==> src/inc/slc_pkg.sv <==
package slc_pkg;
    // register indices; the byte address on the bus is index * 4
    localparam logic [11:0] IDX_ENABLE    = 12'h200;
    localparam logic [11:0] IDX_MODE      = 12'h201;
    localparam logic [11:0] IDX_KM1       = 12'h202;
    localparam logic [11:0] IDX_SYNC      = 12'h203;
    localparam logic [11:0] IDX_OPTION    = 12'h204;
    localparam logic [11:0] IDX_CAL       = 12'h208;
    localparam logic [11:0] IDX_STATUS    = 12'h209;
    localparam int          ADDR_SHIFT    = 2;
    localparam int          ADDR_W        = 14;

    // reset values
    localparam logic [7:0] RST_ENABLE = 8'h01;
    localparam logic [7:0] RST_MODE   = 8'h00;
    localparam logic [7:0] RST_KM1    = 8'h1f;
    localparam logic [7:0] RST_SYNC   = 8'h01;
    localparam logic [7:0] RST_OPTION = 8'h03;
    localparam logic [7:0] RST_CAL    = 8'h00;

    // field masks (reserved bits stay zero)
    localparam logic [7:0] MSK_ENABLE = 8'h01;
    localparam logic [7:0] MSK_MODE   = 8'h3f;
    localparam logic [7:0] MSK_KM1    = 8'hff;
    localparam logic [7:0] MSK_SYNC   = 8'h01;
    localparam logic [7:0] MSK_OPTION = 8'h1f;
    localparam logic [7:0] MSK_CAL    = 8'h01;

    // option field positions
    localparam int OPT_SCR      = 0;
    localparam int OPT_SFMT     = 1;
    localparam int OPT_SYNC_LO  = 2;
    localparam int OPT_UPPER    = 4;

    localparam logic [1:0] SYNC_SRC_SE   = 2'h0;
    localparam logic [1:0] SYNC_SRC_TS   = 2'h1;
    localparam logic [1:0] SYNC_SRC_NONE = 2'h2;

    localparam logic [5:0] MODE_64B66B_FIRST = 6'h1e;
    localparam logic [9:0] K_64B66B_SCALE    = 10'h100;
    localparam int         LANES             = 8;
    localparam int         UPPER_BASE        = 4;

    typedef enum logic [2:0] {
        LNK_OFF   = 3'b001,
        LNK_LOAD  = 3'b010,
        LNK_RUN   = 3'b100
    } slc_link_state_t;
endpackage

==> src/verilog/slc_link_regs.sv <==
// The implementer's own choice: the APB slave port.
`timescale 1ns/1ps
// What this block does
// - enable bit 0 resets to 1; 0 disables link, 1 enables; 7:1 reserved.
// - while disabled the link is held in reset, serializers off, clocks gated.
// - while disabled the multiframe counter is held in reset, sysref ignored.
// - mode register bits 5:0 select output mode; 7:6 reserved; resets 0x00.
// - multiframe register holds frames per multiframe minus one; resets to 31.
// - in 64b/66b modes K is 256*E/F, the register ignored.
// - software sync bit resets 1; writing 0 raises a sync request.
// - software sync request is honoured whatever the sync source.
// - stuck-low sync pin holds request; source select 2 or 3 releases it.
// - option register: upper lanes, sync source, sample format, scrambler; resets 0x03.
// - sync source 0 single-ended pin, 1 timestamp pin with receiver, 2 none.
// - sample format 0 offset binary, 1 two's complement, default two's complement.
// - scrambler bit enables 8b/10b scrambling; 64b/66b always scrambles.
// - upper lane mapping uses lanes 4 to 4+L-1, only when L is four or less.
module slc_link_regs (
    input  wire logic                       MCLK_IN,
    input  wire logic                       RESETN_IN,
    input  wire logic                       PSEL_IN,
    input  wire logic                       PENABLE_IN,
    input  wire logic                       PWRITE_IN,
    input  wire logic [slc_pkg::ADDR_W-1:0] PADDR_IN,
    input  wire logic [31:0]                PWDATA_IN,
    output logic      [31:0]                PRDATA_OUT,
    output logic                            PREADY_OUT,
    output logic                            PSLVERR_OUT,
    input  wire logic                       SINGLE_ENDED_SYNC_PIN_IN,
    input  wire logic                       TIMESTAMP_DIFF_PIN_IN,
    input  wire logic                       TIMESTAMP_RECEIVER_ENABLE_IN,
    input  wire logic                       SYSREF_IN,
    input  wire logic [3:0]                 MODE_E_IN,
    input  wire logic [3:0]                 MODE_F_IN,
    input  wire logic [3:0]                 MODE_LANES_IN,
    output logic                            LINK_RESET_N_OUT,
    output logic                            SERIALIZER_POWER_OUT,
    output logic                            LINK_CLOCK_ENABLE_OUT,
    output logic                            MF_COUNTER_RESET_N_OUT,
    output logic                            MF_ALIGN_OUT,
    output logic                            SYNC_REQUEST_OUT,
    output logic      [5:0]                 LINK_OUTPUT_MODE_OUT,
    output logic      [9:0]                 FRAMES_PER_MULTIFRAME_OUT,
    output logic                            SAMPLE_FORMAT_OUT,
    output logic                            SCRAMBLER_ENABLE_OUT,
    output logic      [slc_pkg::LANES-1:0]  LANE_ENABLE_OUT,
    output logic                            CALIBRATION_ENABLE_OUT
);
    logic [31:0] prdata;
    logic        pslverr;
    logic [7:0]  en_r;
    logic [7:0]  mode_r;
    logic [7:0]  km1_r;
    logic [7:0]  sync_r;
    logic [7:0]  opt_r;
    logic [7:0]  cal_r;
    logic [7:0]  status;
    logic [9:0]  k_live;
    logic        is_64b;

    slc_pkg::slc_link_state_t st_q;
    slc_pkg::slc_link_state_t st_d;
    logic [5:0]  mode_q;
    logic [5:0]  mode_d;
    logic [9:0]  k_q;
    logic [9:0]  k_d;
    logic        sfmt_q;
    logic        sfmt_d;
    logic        scr_q;
    logic        scr_d;
    logic        upper_q;
    logic        upper_d;
    logic        b64_q;
    logic        b64_d;
    logic [3:0]  lanes_q;
    logic [3:0]  lanes_d;
    logic        rdy_q;
    logic        rdy_d;
    logic [31:0] rdat_q;
    logic [31:0] rdat_d;
    logic        err_q;
    logic        err_d;
    logic        sync_q;
    logic        sync_d;
    logic        align_q;
    logic        align_d;
    logic        sysref_q;
    logic        sysref_d;
    logic        run;
    logic        pin_req;
    logic [slc_pkg::LANES-1:0] lane_mask;

    slc_apb_slave u_bus (
        .clk_in      (MCLK_IN),
        .rst_n_in    (RESETN_IN),
        .psel_in     (PSEL_IN),
        .penable_in  (PENABLE_IN),
        .pwrite_in   (PWRITE_IN),
        .paddr_in    (PADDR_IN),
        .pwdata_in   (PWDATA_IN),
        .status_in   (status),
        .prdata_out  (prdata),
        .pslverr_out (pslverr),
        .enable_out  (en_r),
        .mode_out    (mode_r),
        .km1_out     (km1_r),
        .sync_out    (sync_r),
        .option_out  (opt_r),
        .cal_out     (cal_r)
    );

    // frame count follows the mode being written, ready for the snapshot
    slc_k_calc u_k (
        .mode_in    (mode_r[5:0]),
        .km1_in     (km1_r),
        .e_in       (MODE_E_IN),
        .f_in       (MODE_F_IN),
        .k_out      (k_live),
        .is_64b_out (is_64b)
    );

    // status: sync request, running, calibration
    assign status = {5'h00, sync_q, st_q == slc_pkg::LNK_RUN, cal_r[0]};
    assign run    = (st_q == slc_pkg::LNK_RUN);

    // low L lanes, moved up by four when upper mapping fits
    function automatic logic [slc_pkg::LANES-1:0] lanes_of(input logic [3:0] n,
                                                          input logic upper);
        logic [slc_pkg::LANES-1:0] m;
        m = slc_pkg::LANES'((9'h001 << n) - 9'h001);
        if (upper && n <= 4'(slc_pkg::UPPER_BASE))
            m = m << slc_pkg::UPPER_BASE;
        return m;
    endfunction

    assign lane_mask = lanes_of(lanes_q, upper_q);

    // link sequencing: configuration is snapshot on rising enable
    always_comb begin
        st_d    = st_q;
        mode_d  = mode_q;
        k_d     = k_q;
        sfmt_d  = sfmt_q;
        scr_d   = scr_q;
        upper_d = upper_q;
        b64_d   = b64_q;
        lanes_d = lanes_q;
        case (st_q)
            slc_pkg::LNK_OFF: begin
                if (en_r[0])
                    st_d = slc_pkg::LNK_LOAD;
            end
            slc_pkg::LNK_LOAD: begin
                // snapshot of the link configuration, except sync source and calibration, for the coming run
                mode_d  = mode_r[5:0];
                k_d     = k_live;
                sfmt_d  = opt_r[slc_pkg::OPT_SFMT];
                scr_d   = opt_r[slc_pkg::OPT_SCR] | is_64b;
                upper_d = opt_r[slc_pkg::OPT_UPPER];
                b64_d   = is_64b;
                lanes_d = MODE_LANES_IN;
                st_d    = en_r[0] ? slc_pkg::LNK_RUN : slc_pkg::LNK_OFF;
            end
            slc_pkg::LNK_RUN: begin
                // configuration stays frozen until the next enable
                if (!en_r[0])
                    st_d = slc_pkg::LNK_OFF;
            end
            default: st_d = slc_pkg::LNK_OFF;
        endcase
    end

    // sync request: software bit always counts, pin per source select
    always_comb begin
        case (opt_r[slc_pkg::OPT_SYNC_LO +: 2])
            slc_pkg::SYNC_SRC_SE: pin_req = ~SINGLE_ENDED_SYNC_PIN_IN;
            slc_pkg::SYNC_SRC_TS: pin_req = TIMESTAMP_RECEIVER_ENABLE_IN
                                            & ~TIMESTAMP_DIFF_PIN_IN;
            default:              pin_req = 1'b0;
        endcase
        sync_d   = run & (~sync_r[0] | pin_req);
        sysref_d = SYSREF_IN;
        // align only on a sysref rising edge while running
        align_d  = run & SYSREF_IN & ~sysref_q;
    end

    // setup phase of an apb transfer: request seen, access not yet
    function automatic logic is_setup(input logic sel,
                                      input logic en);
        return sel & ~en;
    endfunction

    // bus answer registered: no wait state; data and error decided in setup
    always_comb begin
        rdy_d  = is_setup(PSEL_IN, PENABLE_IN);
        rdat_d = rdat_q;
        err_d  = 1'b0;
        if (is_setup(PSEL_IN, PENABLE_IN)) begin
            rdat_d = PWRITE_IN ? 32'h00000000 : prdata;
            err_d  = pslverr;
        end
        if (PSEL_IN & PENABLE_IN & rdy_q) begin
            rdat_d = 32'h00000000;
        end
    end

    always_ff @(posedge MCLK_IN or negedge RESETN_IN) begin
        if (!RESETN_IN) begin
            st_q     <= slc_pkg::LNK_OFF;
            mode_q   <= 6'h00;
            k_q      <= 10'h000;
            sfmt_q   <= 1'b0;
            scr_q    <= 1'b0;
            upper_q  <= 1'b0;
            b64_q    <= 1'b0;
            lanes_q  <= 4'h0;
            rdy_q    <= 1'b0;
            rdat_q   <= 32'h00000000;
            err_q    <= 1'b0;
            sync_q   <= 1'b0;
            align_q  <= 1'b0;
            sysref_q <= 1'b0;
        end else begin
            st_q     <= st_d;
            mode_q   <= mode_d;
            k_q      <= k_d;
            sfmt_q   <= sfmt_d;
            scr_q    <= scr_d;
            upper_q  <= upper_d;
            b64_q    <= b64_d;
            lanes_q  <= lanes_d;
            rdy_q    <= rdy_d;
            rdat_q   <= rdat_d;
            err_q    <= err_d;
            sync_q   <= sync_d;
            align_q  <= align_d;
            sysref_q <= sysref_d;
        end
    end

    // output stage
    // top outputs all leave flip-flops; zero while in reset
    logic       lrst_q;
    logic       pwr_q;
    logic       clk_q;
    logic       mfr_q;
    logic       cal_q;
    logic [5:0] omode_q;
    logic [9:0] ok_q;
    logic       osfmt_q;
    logic       oscr_q;
    logic [slc_pkg::LANES-1:0] olane_q;

    always_ff @(posedge MCLK_IN or negedge RESETN_IN) begin
        if (!RESETN_IN) begin
            lrst_q  <= 1'b0;
            pwr_q   <= 1'b0;
            clk_q   <= 1'b0;
            mfr_q   <= 1'b0;
            cal_q   <= 1'b0;
            omode_q <= 6'h00;
            ok_q    <= 10'h000;
            osfmt_q <= 1'b0;
            oscr_q  <= 1'b0;
            olane_q <= '0;
        end else begin
            lrst_q  <= run;
            pwr_q   <= run;
            clk_q   <= run;
            mfr_q   <= run;
            cal_q   <= cal_r[0];
            omode_q <= mode_q;
            ok_q    <= k_q;
            osfmt_q <= sfmt_q;
            oscr_q  <= scr_q | b64_q;
            olane_q <= run ? lane_mask : '0;
        end
    end

    assign PRDATA_OUT                = rdat_q;
    assign PREADY_OUT                = rdy_q;
    assign PSLVERR_OUT               = err_q;
    assign LINK_RESET_N_OUT          = lrst_q;
    assign SERIALIZER_POWER_OUT      = pwr_q;
    assign LINK_CLOCK_ENABLE_OUT     = clk_q;
    assign MF_COUNTER_RESET_N_OUT    = mfr_q;
    assign MF_ALIGN_OUT              = align_q;
    assign SYNC_REQUEST_OUT          = sync_q;
    assign LINK_OUTPUT_MODE_OUT      = omode_q;
    assign FRAMES_PER_MULTIFRAME_OUT = ok_q;
    assign SAMPLE_FORMAT_OUT         = osfmt_q;
    assign SCRAMBLER_ENABLE_OUT      = oscr_q;
    assign LANE_ENABLE_OUT           = olane_q;
    assign CALIBRATION_ENABLE_OUT    = cal_q;
endmodule

==> src/verilog/slc_apb_slave.sv <==
`timescale 1ns/1ps
module slc_apb_slave (
    input  wire logic                       clk_in,
    input  wire logic                       rst_n_in,
    input  wire logic                       psel_in,
    input  wire logic                       penable_in,
    input  wire logic                       pwrite_in,
    input  wire logic [slc_pkg::ADDR_W-1:0] paddr_in,
    input  wire logic [31:0]                pwdata_in,
    input  wire logic [7:0]                 status_in,
    output logic      [31:0]                prdata_out,
    output logic                            pslverr_out,
    output logic      [7:0]                 enable_out,
    output logic      [7:0]                 mode_out,
    output logic      [7:0]                 km1_out,
    output logic      [7:0]                 sync_out,
    output logic      [7:0]                 option_out,
    output logic      [7:0]                 cal_out
);
    logic [7:0] en_q, en_d, md_q, md_d, km_q, km_d, sy_q, sy_d, op_q, op_d, cl_q, cl_d;
    logic [11:0] idx;
    logic        hit, wr;
    logic [7:0]  rd;

    assign idx = paddr_in[slc_pkg::ADDR_W-1:slc_pkg::ADDR_SHIFT];
    assign wr  = psel_in & penable_in & pwrite_in & hit;

    always_comb begin
        hit = 1'b1;
        rd  = 8'h00;
        case (idx)
            slc_pkg::IDX_ENABLE: rd = en_q;
            slc_pkg::IDX_MODE:   rd = md_q;
            slc_pkg::IDX_KM1:    rd = km_q;
            slc_pkg::IDX_SYNC:   rd = sy_q;
            slc_pkg::IDX_OPTION: rd = op_q;
            slc_pkg::IDX_CAL:    rd = cl_q;
            slc_pkg::IDX_STATUS: rd = status_in;
            default:             hit = 1'b0;
        endcase
    end

    always_comb begin
        en_d = en_q;
        md_d = md_q;
        km_d = km_q;
        sy_d = sy_q;
        op_d = op_q;
        cl_d = cl_q;
        if (wr) begin
            case (idx)
                slc_pkg::IDX_ENABLE: en_d = pwdata_in[7:0] & slc_pkg::MSK_ENABLE;
                slc_pkg::IDX_MODE:   md_d = pwdata_in[7:0] & slc_pkg::MSK_MODE;
                slc_pkg::IDX_KM1:    km_d = pwdata_in[7:0] & slc_pkg::MSK_KM1;
                slc_pkg::IDX_SYNC:   sy_d = pwdata_in[7:0] & slc_pkg::MSK_SYNC;
                slc_pkg::IDX_OPTION: op_d = pwdata_in[7:0] & slc_pkg::MSK_OPTION;
                slc_pkg::IDX_CAL:    cl_d = pwdata_in[7:0] & slc_pkg::MSK_CAL;
                default:             ;
            endcase
        end
    end

    always_ff @(posedge clk_in or negedge rst_n_in) begin
        if (!rst_n_in) begin
            en_q <= slc_pkg::RST_ENABLE;
            md_q <= slc_pkg::RST_MODE;
            km_q <= slc_pkg::RST_KM1;
            sy_q <= slc_pkg::RST_SYNC;
            op_q <= slc_pkg::RST_OPTION;
            cl_q <= slc_pkg::RST_CAL;
        end else begin
            en_q <= en_d;
            md_q <= md_d;
            km_q <= km_d;
            sy_q <= sy_d;
            op_q <= op_d;
            cl_q <= cl_d;
        end
    end

    // unmapped index flagged in the setup phase; reads zero
    assign prdata_out  = {24'h000000, rd};
    assign pslverr_out = psel_in & ~penable_in & ~hit;
    assign enable_out  = en_q;
    assign mode_out    = md_q;
    assign km1_out     = km_q;
    assign sync_out    = sy_q;
    assign option_out  = op_q;
    assign cal_out     = cl_q;
endmodule

==> src/verilog/slc_k_calc.sv <==
`timescale 1ns/1ps
module slc_k_calc (
    input  wire logic [5:0] mode_in,
    input  wire logic [7:0] km1_in,
    input  wire logic [3:0] e_in,
    input  wire logic [3:0] f_in,
    output logic      [9:0] k_out,
    output logic            is_64b_out
);
    logic [13:0] prod;
    logic [9:0]  quot;

    assign is_64b_out = (mode_in >= slc_pkg::MODE_64B66B_FIRST);
    assign prod = 14'(slc_pkg::K_64B66B_SCALE) * 14'(e_in);
    assign quot = (f_in == 4'h0) ? slc_pkg::K_64B66B_SCALE : 10'(prod / 14'(f_in));
    // 64b/66b ignores the programmed value, K = 256*E/F
    assign k_out = is_64b_out ? quot : 10'(km1_in) + 10'h001;
endmodule

==> config.mk <==
export PLATFORM = sky130hd
export DESIGN_NAME = slc_link_regs
export DESIGN_NICKNAME = d
export VERILOG_FILES = /design/src/inc/slc_pkg.sv /design/src/verilog/slc_link_regs.sv /design/src/verilog/slc_apb_slave.sv /design/src/verilog/slc_k_calc.sv
export SDC_FILE = /design/constraint.sdc
export NUM_CORES = 1
export LEC_CHECK = 0
export ABC_AREA = 1
export BUFFER_PORTS_ARGS = -buffer_cell sky130_fd_sc_hd__buf_2
export CAP_MARGIN = 30
export CORE_MARGIN = 1
export CORE_UTILIZATION = 59
export CTS_CLUSTER_DIAMETER = 60
export DETAILED_ROUTE_END_ITERATION = 8
export HOLD_SLACK_MARGIN = 0.15
export PLACE_DENSITY = 0.83
export SLEW_MARGIN = 20
export SYNTH_ARGS = -nofsm -noshare
export SYNTH_HDL_FRONTEND = slang
export SYNTH_SLANG_ARGS = --single-unit
==> constraint.sdc <==
create_clock -name MCLK_IN -period 2.7 [get_ports MCLK_IN]
set_input_delay 0.405 -clock MCLK_IN [delete_from_list [all_inputs] [get_ports MCLK_IN]]
set_output_delay 0.405 -clock MCLK_IN [all_outputs]
set_load 0.01 [all_outputs]
==> reports/results.txt, run 1 <==
Status - stopped before the end
Halt Stage - 5_1_grt
Run Error - [ERROR GRT-0232] Routing congestion too high. Check the congestion heatmap in the GUI.
Post-synthesis adder-cell area fraction - 0.0719
Area of the mapped netlist - 0.00794 mm2
Post-Synth XOR/XNOR Area - 0.0320
CTS Buffer Depth - 2
Placer Congestion - 0.944
Most frequent cells after synthesis - 287 x nand2_1, 164 x inv_1, 98 x nor2_1
Boundary pin count - 134
Initial Utilization - 0.602
I/O Buffers - 83
Overall global routing resource usage - 0.795
Pin count of the biggest net entering global routing - 39
Chip width - 118 um
Synth area leader - dfrtp_1
Asr flop ratio synth - 1.00
Clk root buf - clkbuf_16
Worst ep type - register data pin
Row cnt - 42
Proportion of netlist area held by the largest area contributor - 0.252
Syn Area/Cell - 6.93 um2
Register bit total from synthesis - 90
Yosys warnings - 0
Count leader, synth - nand2_1
Htree depth - 3
Largest family of logic cells by synthesized area - simple AND/OR/NAND/NOR gates
Num Clock Sinks - 90
Fraction of synthesized area in multiplexers - 0.00426
Cts bufs inserted - 9
Overflow after GRT - 154
Number of flops mapped to enable cells by yosys - 0
Placed wire-length estimate - 18100 um
Grt repair worst endpoint - k_q[0]$_DFFE_PN0P_/D
Top FF cell, synth - dfrtp_1
Post-synthesis cell count - 1145
DP Area - 0.0104 mm2
Post-synthesis compound-gate area fraction - 0.111
Seq/Total Area, Yosys - 0.285
Synth cell types - 56
Post-placement cell count - 1627
Post-synthesis simple-gate area fraction - 0.376
Main area contributors after synthesis - dfrtp_1 25%, nand2_1 14%, inv_1 7.8%
Die H - 118 um
## logic make-up after synthesis
logic type               count (synthesis)
XOR/XNOR                                29
other                                    1
AND/OR/NAND/NOR                        609
multiplexers                             3
flip-flops                              90
adder cells (fa/ha/maj)                 45
AO/OA/AOI/OAI                          150
buffers and inverters                  218
## metal layers
layer / track usage / overflow
met5: 0.165 / 0
met4: 0.901 / 63
met3: 0.608 / 1
met2: 0.983 / 88
met1: 0.767 / 2
## metrics by stage
step	setup WS, ps	hold slack [ps]
2_1_floorplan	-12430	109
3_3_place_gp	-11610	354
3_5_place_dp	-12530	362
4_1_cts	-11520	199
## timing repair
| item | CTS |
|---|---|
| endpoints found under the hold margin | 34 |
| hold buffers | 1 |
| buffers inserted | 94 |
| endpoints found under the setup margin | 10 |
| resized for setup | 73 |
| pin swaps | 81 |
==> run 2, diff against run 1 <==
CORE_UTILIZATION = 40   (was 59)
CTS_CLUSTER_DIAMETER = unset   (was 60)
HOLD_SLACK_MARGIN = unset   (was 0.15)
PLACE_DENSITY = unset   (was 0.83)
PLACE_DENSITY_LB_ADDON = 0.15   (was unset)
==> reports/results.txt, run 2 <==
Status - finished, violations left
Violated checks - design-rule violations, negative setup slack
WL/cell - 13.4 um
Cts bufs inserted - 9
Period utilisation layout - 5.32
Clock latency on the worst-skew pair - 340 ps
Yosys warnings - 0
Die area - 0.0204 mm2
Vias per cell - 4.84
R2R Path End - k_q[5]
Worst-margin pin slew - 602 ps
Proportion of netlist area held by the largest area contributor - 0.252
Overall global routing resource usage - 0.239
Area delta synth->final - 56.4%
Top FF cell, synth - dfrtp_1
Nets - 1702
1st-iter DRT viols - 526
Slowest cell on crit path - ha_1
CP endpoint - k_q[0]
Max cap viols - 0
Row cnt - 51
Clk root buf - clkbuf_16
Met1 wire length - 10900 um
Placed wire-length estimate - 17600 um
Synth area leader - dfrtp_1
Commonest non-fill, non-tap cells in the layout - 351 x buf_4, 262 x nand2_1, 147 x inv_1, 85 x nor2_1
CP Capture Type - register
RSZ-0062 raised after global routing - yes
Multi-input gate area - 0.00551 mm2
TritonCTS clock tree - yes
Max incr delay on CP - 320 ps
CP Max Fanout - 5
Endpoints failing hold - 0
Initial Utilization - 0.408
Htree depth - 3
CTS Buffer Depth - 2
Cells on Worst Hold Path - 1
Placer Congestion - 0.932
Rel. slew slack - 0.596
Post-route ant nets - 0
Register Area - 0.00226 mm2
Synth cell types - 56
Num Clock Sinks - 90
Area of the mapped netlist - 0.00794 mm2
Metal3 WL - 959 um
Fill cells - 1685
Routed vias - 8996
Max frequency - 69.6 MHz
Clk_skew - 5.98 ps
Final WL - 24800 um
Syn Area/Cell - 6.93 um2
Ant diodes - 0
Setup crit start - MODE_F_IN[0]
Worst EP required - 2940 ps
Worst Setup Slack, final - -11660 ps
Core area - 0.0195 mm2
First-pass GRT wire length - 39100 um
Die H - 143 um
Final Slew Violations - 0
Most frequent cells after synthesis - 287 x nand2_1, 164 x inv_1, 98 x nor2_1
Tmin final - 14360 ps
Commonest non-fill, non-tap cell in the layout - buf_4
Register bit total from synthesis - 90
DRC - 2
Startpoint Class - primary input
Initial antenna violation count - 0
R2r setup slk - 850 ps
Crit Reg-Reg Startpoint - u_bus.mode_out[2]
Chip width - 143 um
Clock-pin slew on the worst setup and hold paths - 60 ps
Crit path kind - primary input to register
Crit path DAT - 14590 ps
TritonRoute pass-1 iters - 7
DP Worst Slack - -12230 ps
Pin count of the biggest net entering global routing - 59
Count leader, synth - nand2_1
Asr flop ratio synth - 1.00
Top sig layer - met4
Boundary pin count - 134
FF-to-FF path depth - 8
Seq/Total Area, Yosys - 0.285
Post-synthesis cell count - 1145
Overflow after GRT - 0
Total length of routed met2 wires - 12400 um
Number of flops mapped to enable cells by yosys - 0
Final setup viols - 10
Hold Path Class - primary input to register
Main area contributors after synthesis - dfrtp_1 25%, nand2_1 14%, inv_1 7.8%
Share of layout cells above drive strength 1 - 0.439
Vias in the first global route - 8519
I/O Buffers - 83
[run 2: worst max-delay path: cells and delay by family]
kind	cells	cell delay, ps
AO/OA/AOI/OAI	25	2850
adder cells (fa/ha/maj)	13	3300
buffers and inverters	29	2440
AND/OR/NAND/NOR	60	5490
[run 2: logic make-up (layout without fill, tap and decap cells)]
logic type               after synthesis  in the layout  synth area share
XOR/XNOR                              29             29            0.0320
flip-flops                            90             90             0.285
buffers and inverters                218            643             0.120
AND/OR/NAND/NOR                      609            609             0.376
other                                  1             26          0.000472
AO/OA/AOI/OAI                        150            150             0.111
multiplexers                           3              3           0.00426
adder cells (fa/ha/maj)               45             45            0.0719
[run 2: layer usage]
| layer | up-vias | track usage |
|---|---|---|
| li1 | 4556 | - |
| met1 | 4167 | 0.294 |
| met2 | 224 | 0.437 |
| met3 | 49 | 0.0248 |
| met4 | 0 | 0.0736 |
| met5 | - | 0 |
[run 2: how the worst min path moves through the flow]
stage,end,from,slack [ps]
floorplan,CALIBRATION_ENABLE_OUT,RESETN_IN,110
global placement,LINK_OUTPUT_MODE_OUT[1],mode_q[1],360
detailed placement,LANE_ENABLE_OUT[1],RESETN_IN,320
CTS,sysref_q,SYSREF_IN,180
global route,sysref_q,SYSREF_IN,190
finish,sysref_q,SYSREF_IN,190
[run 2: what timing repair did]
item                                   4_1_cts  5_1_grt
setup buffers                              101       28
hold buffers                                 1        0
setup endpoints to repair                   10       10
gates resized for setup                     79       57
endpoints found under the hold margin       20        0
pin swaps                                   65       80
[run 2: area by class of cell]
type | instances | share of cell area
timing repair buffer | 451 | 0.265
multi-input combinational | 862 | 0.444
clock inverter | 6 | 0.00716
sequential | 90 | 0.182
tap | 265 | 0.0267
inverter | 176 | 0.0551
clock buffer | 10 | 0.0192
[run 2: stage by stage]
step / area, um2 / util / setup TNS [ps] / hold slack [ps] / std cells
after floorplan: 8280 / - / -70550 / 109 / 1170
after global placement: 10500 / 0.542 / -67840 / 360 / 1717
after detailed placement: 10600 / 0.543 / -70920 / 323 / 1718
after CTS: 11900 / 0.614 / -63060 / 180 / 1835
after global routing: 12400 / 0.638 / -72750 / 187 / 1860
final: 12400 / 0.638 / -67230 / 186 / 1860
Power of run 2 is not shown: default switching activity piles up to over one toggle a cycle in this logic, so the estimate is an artifact.
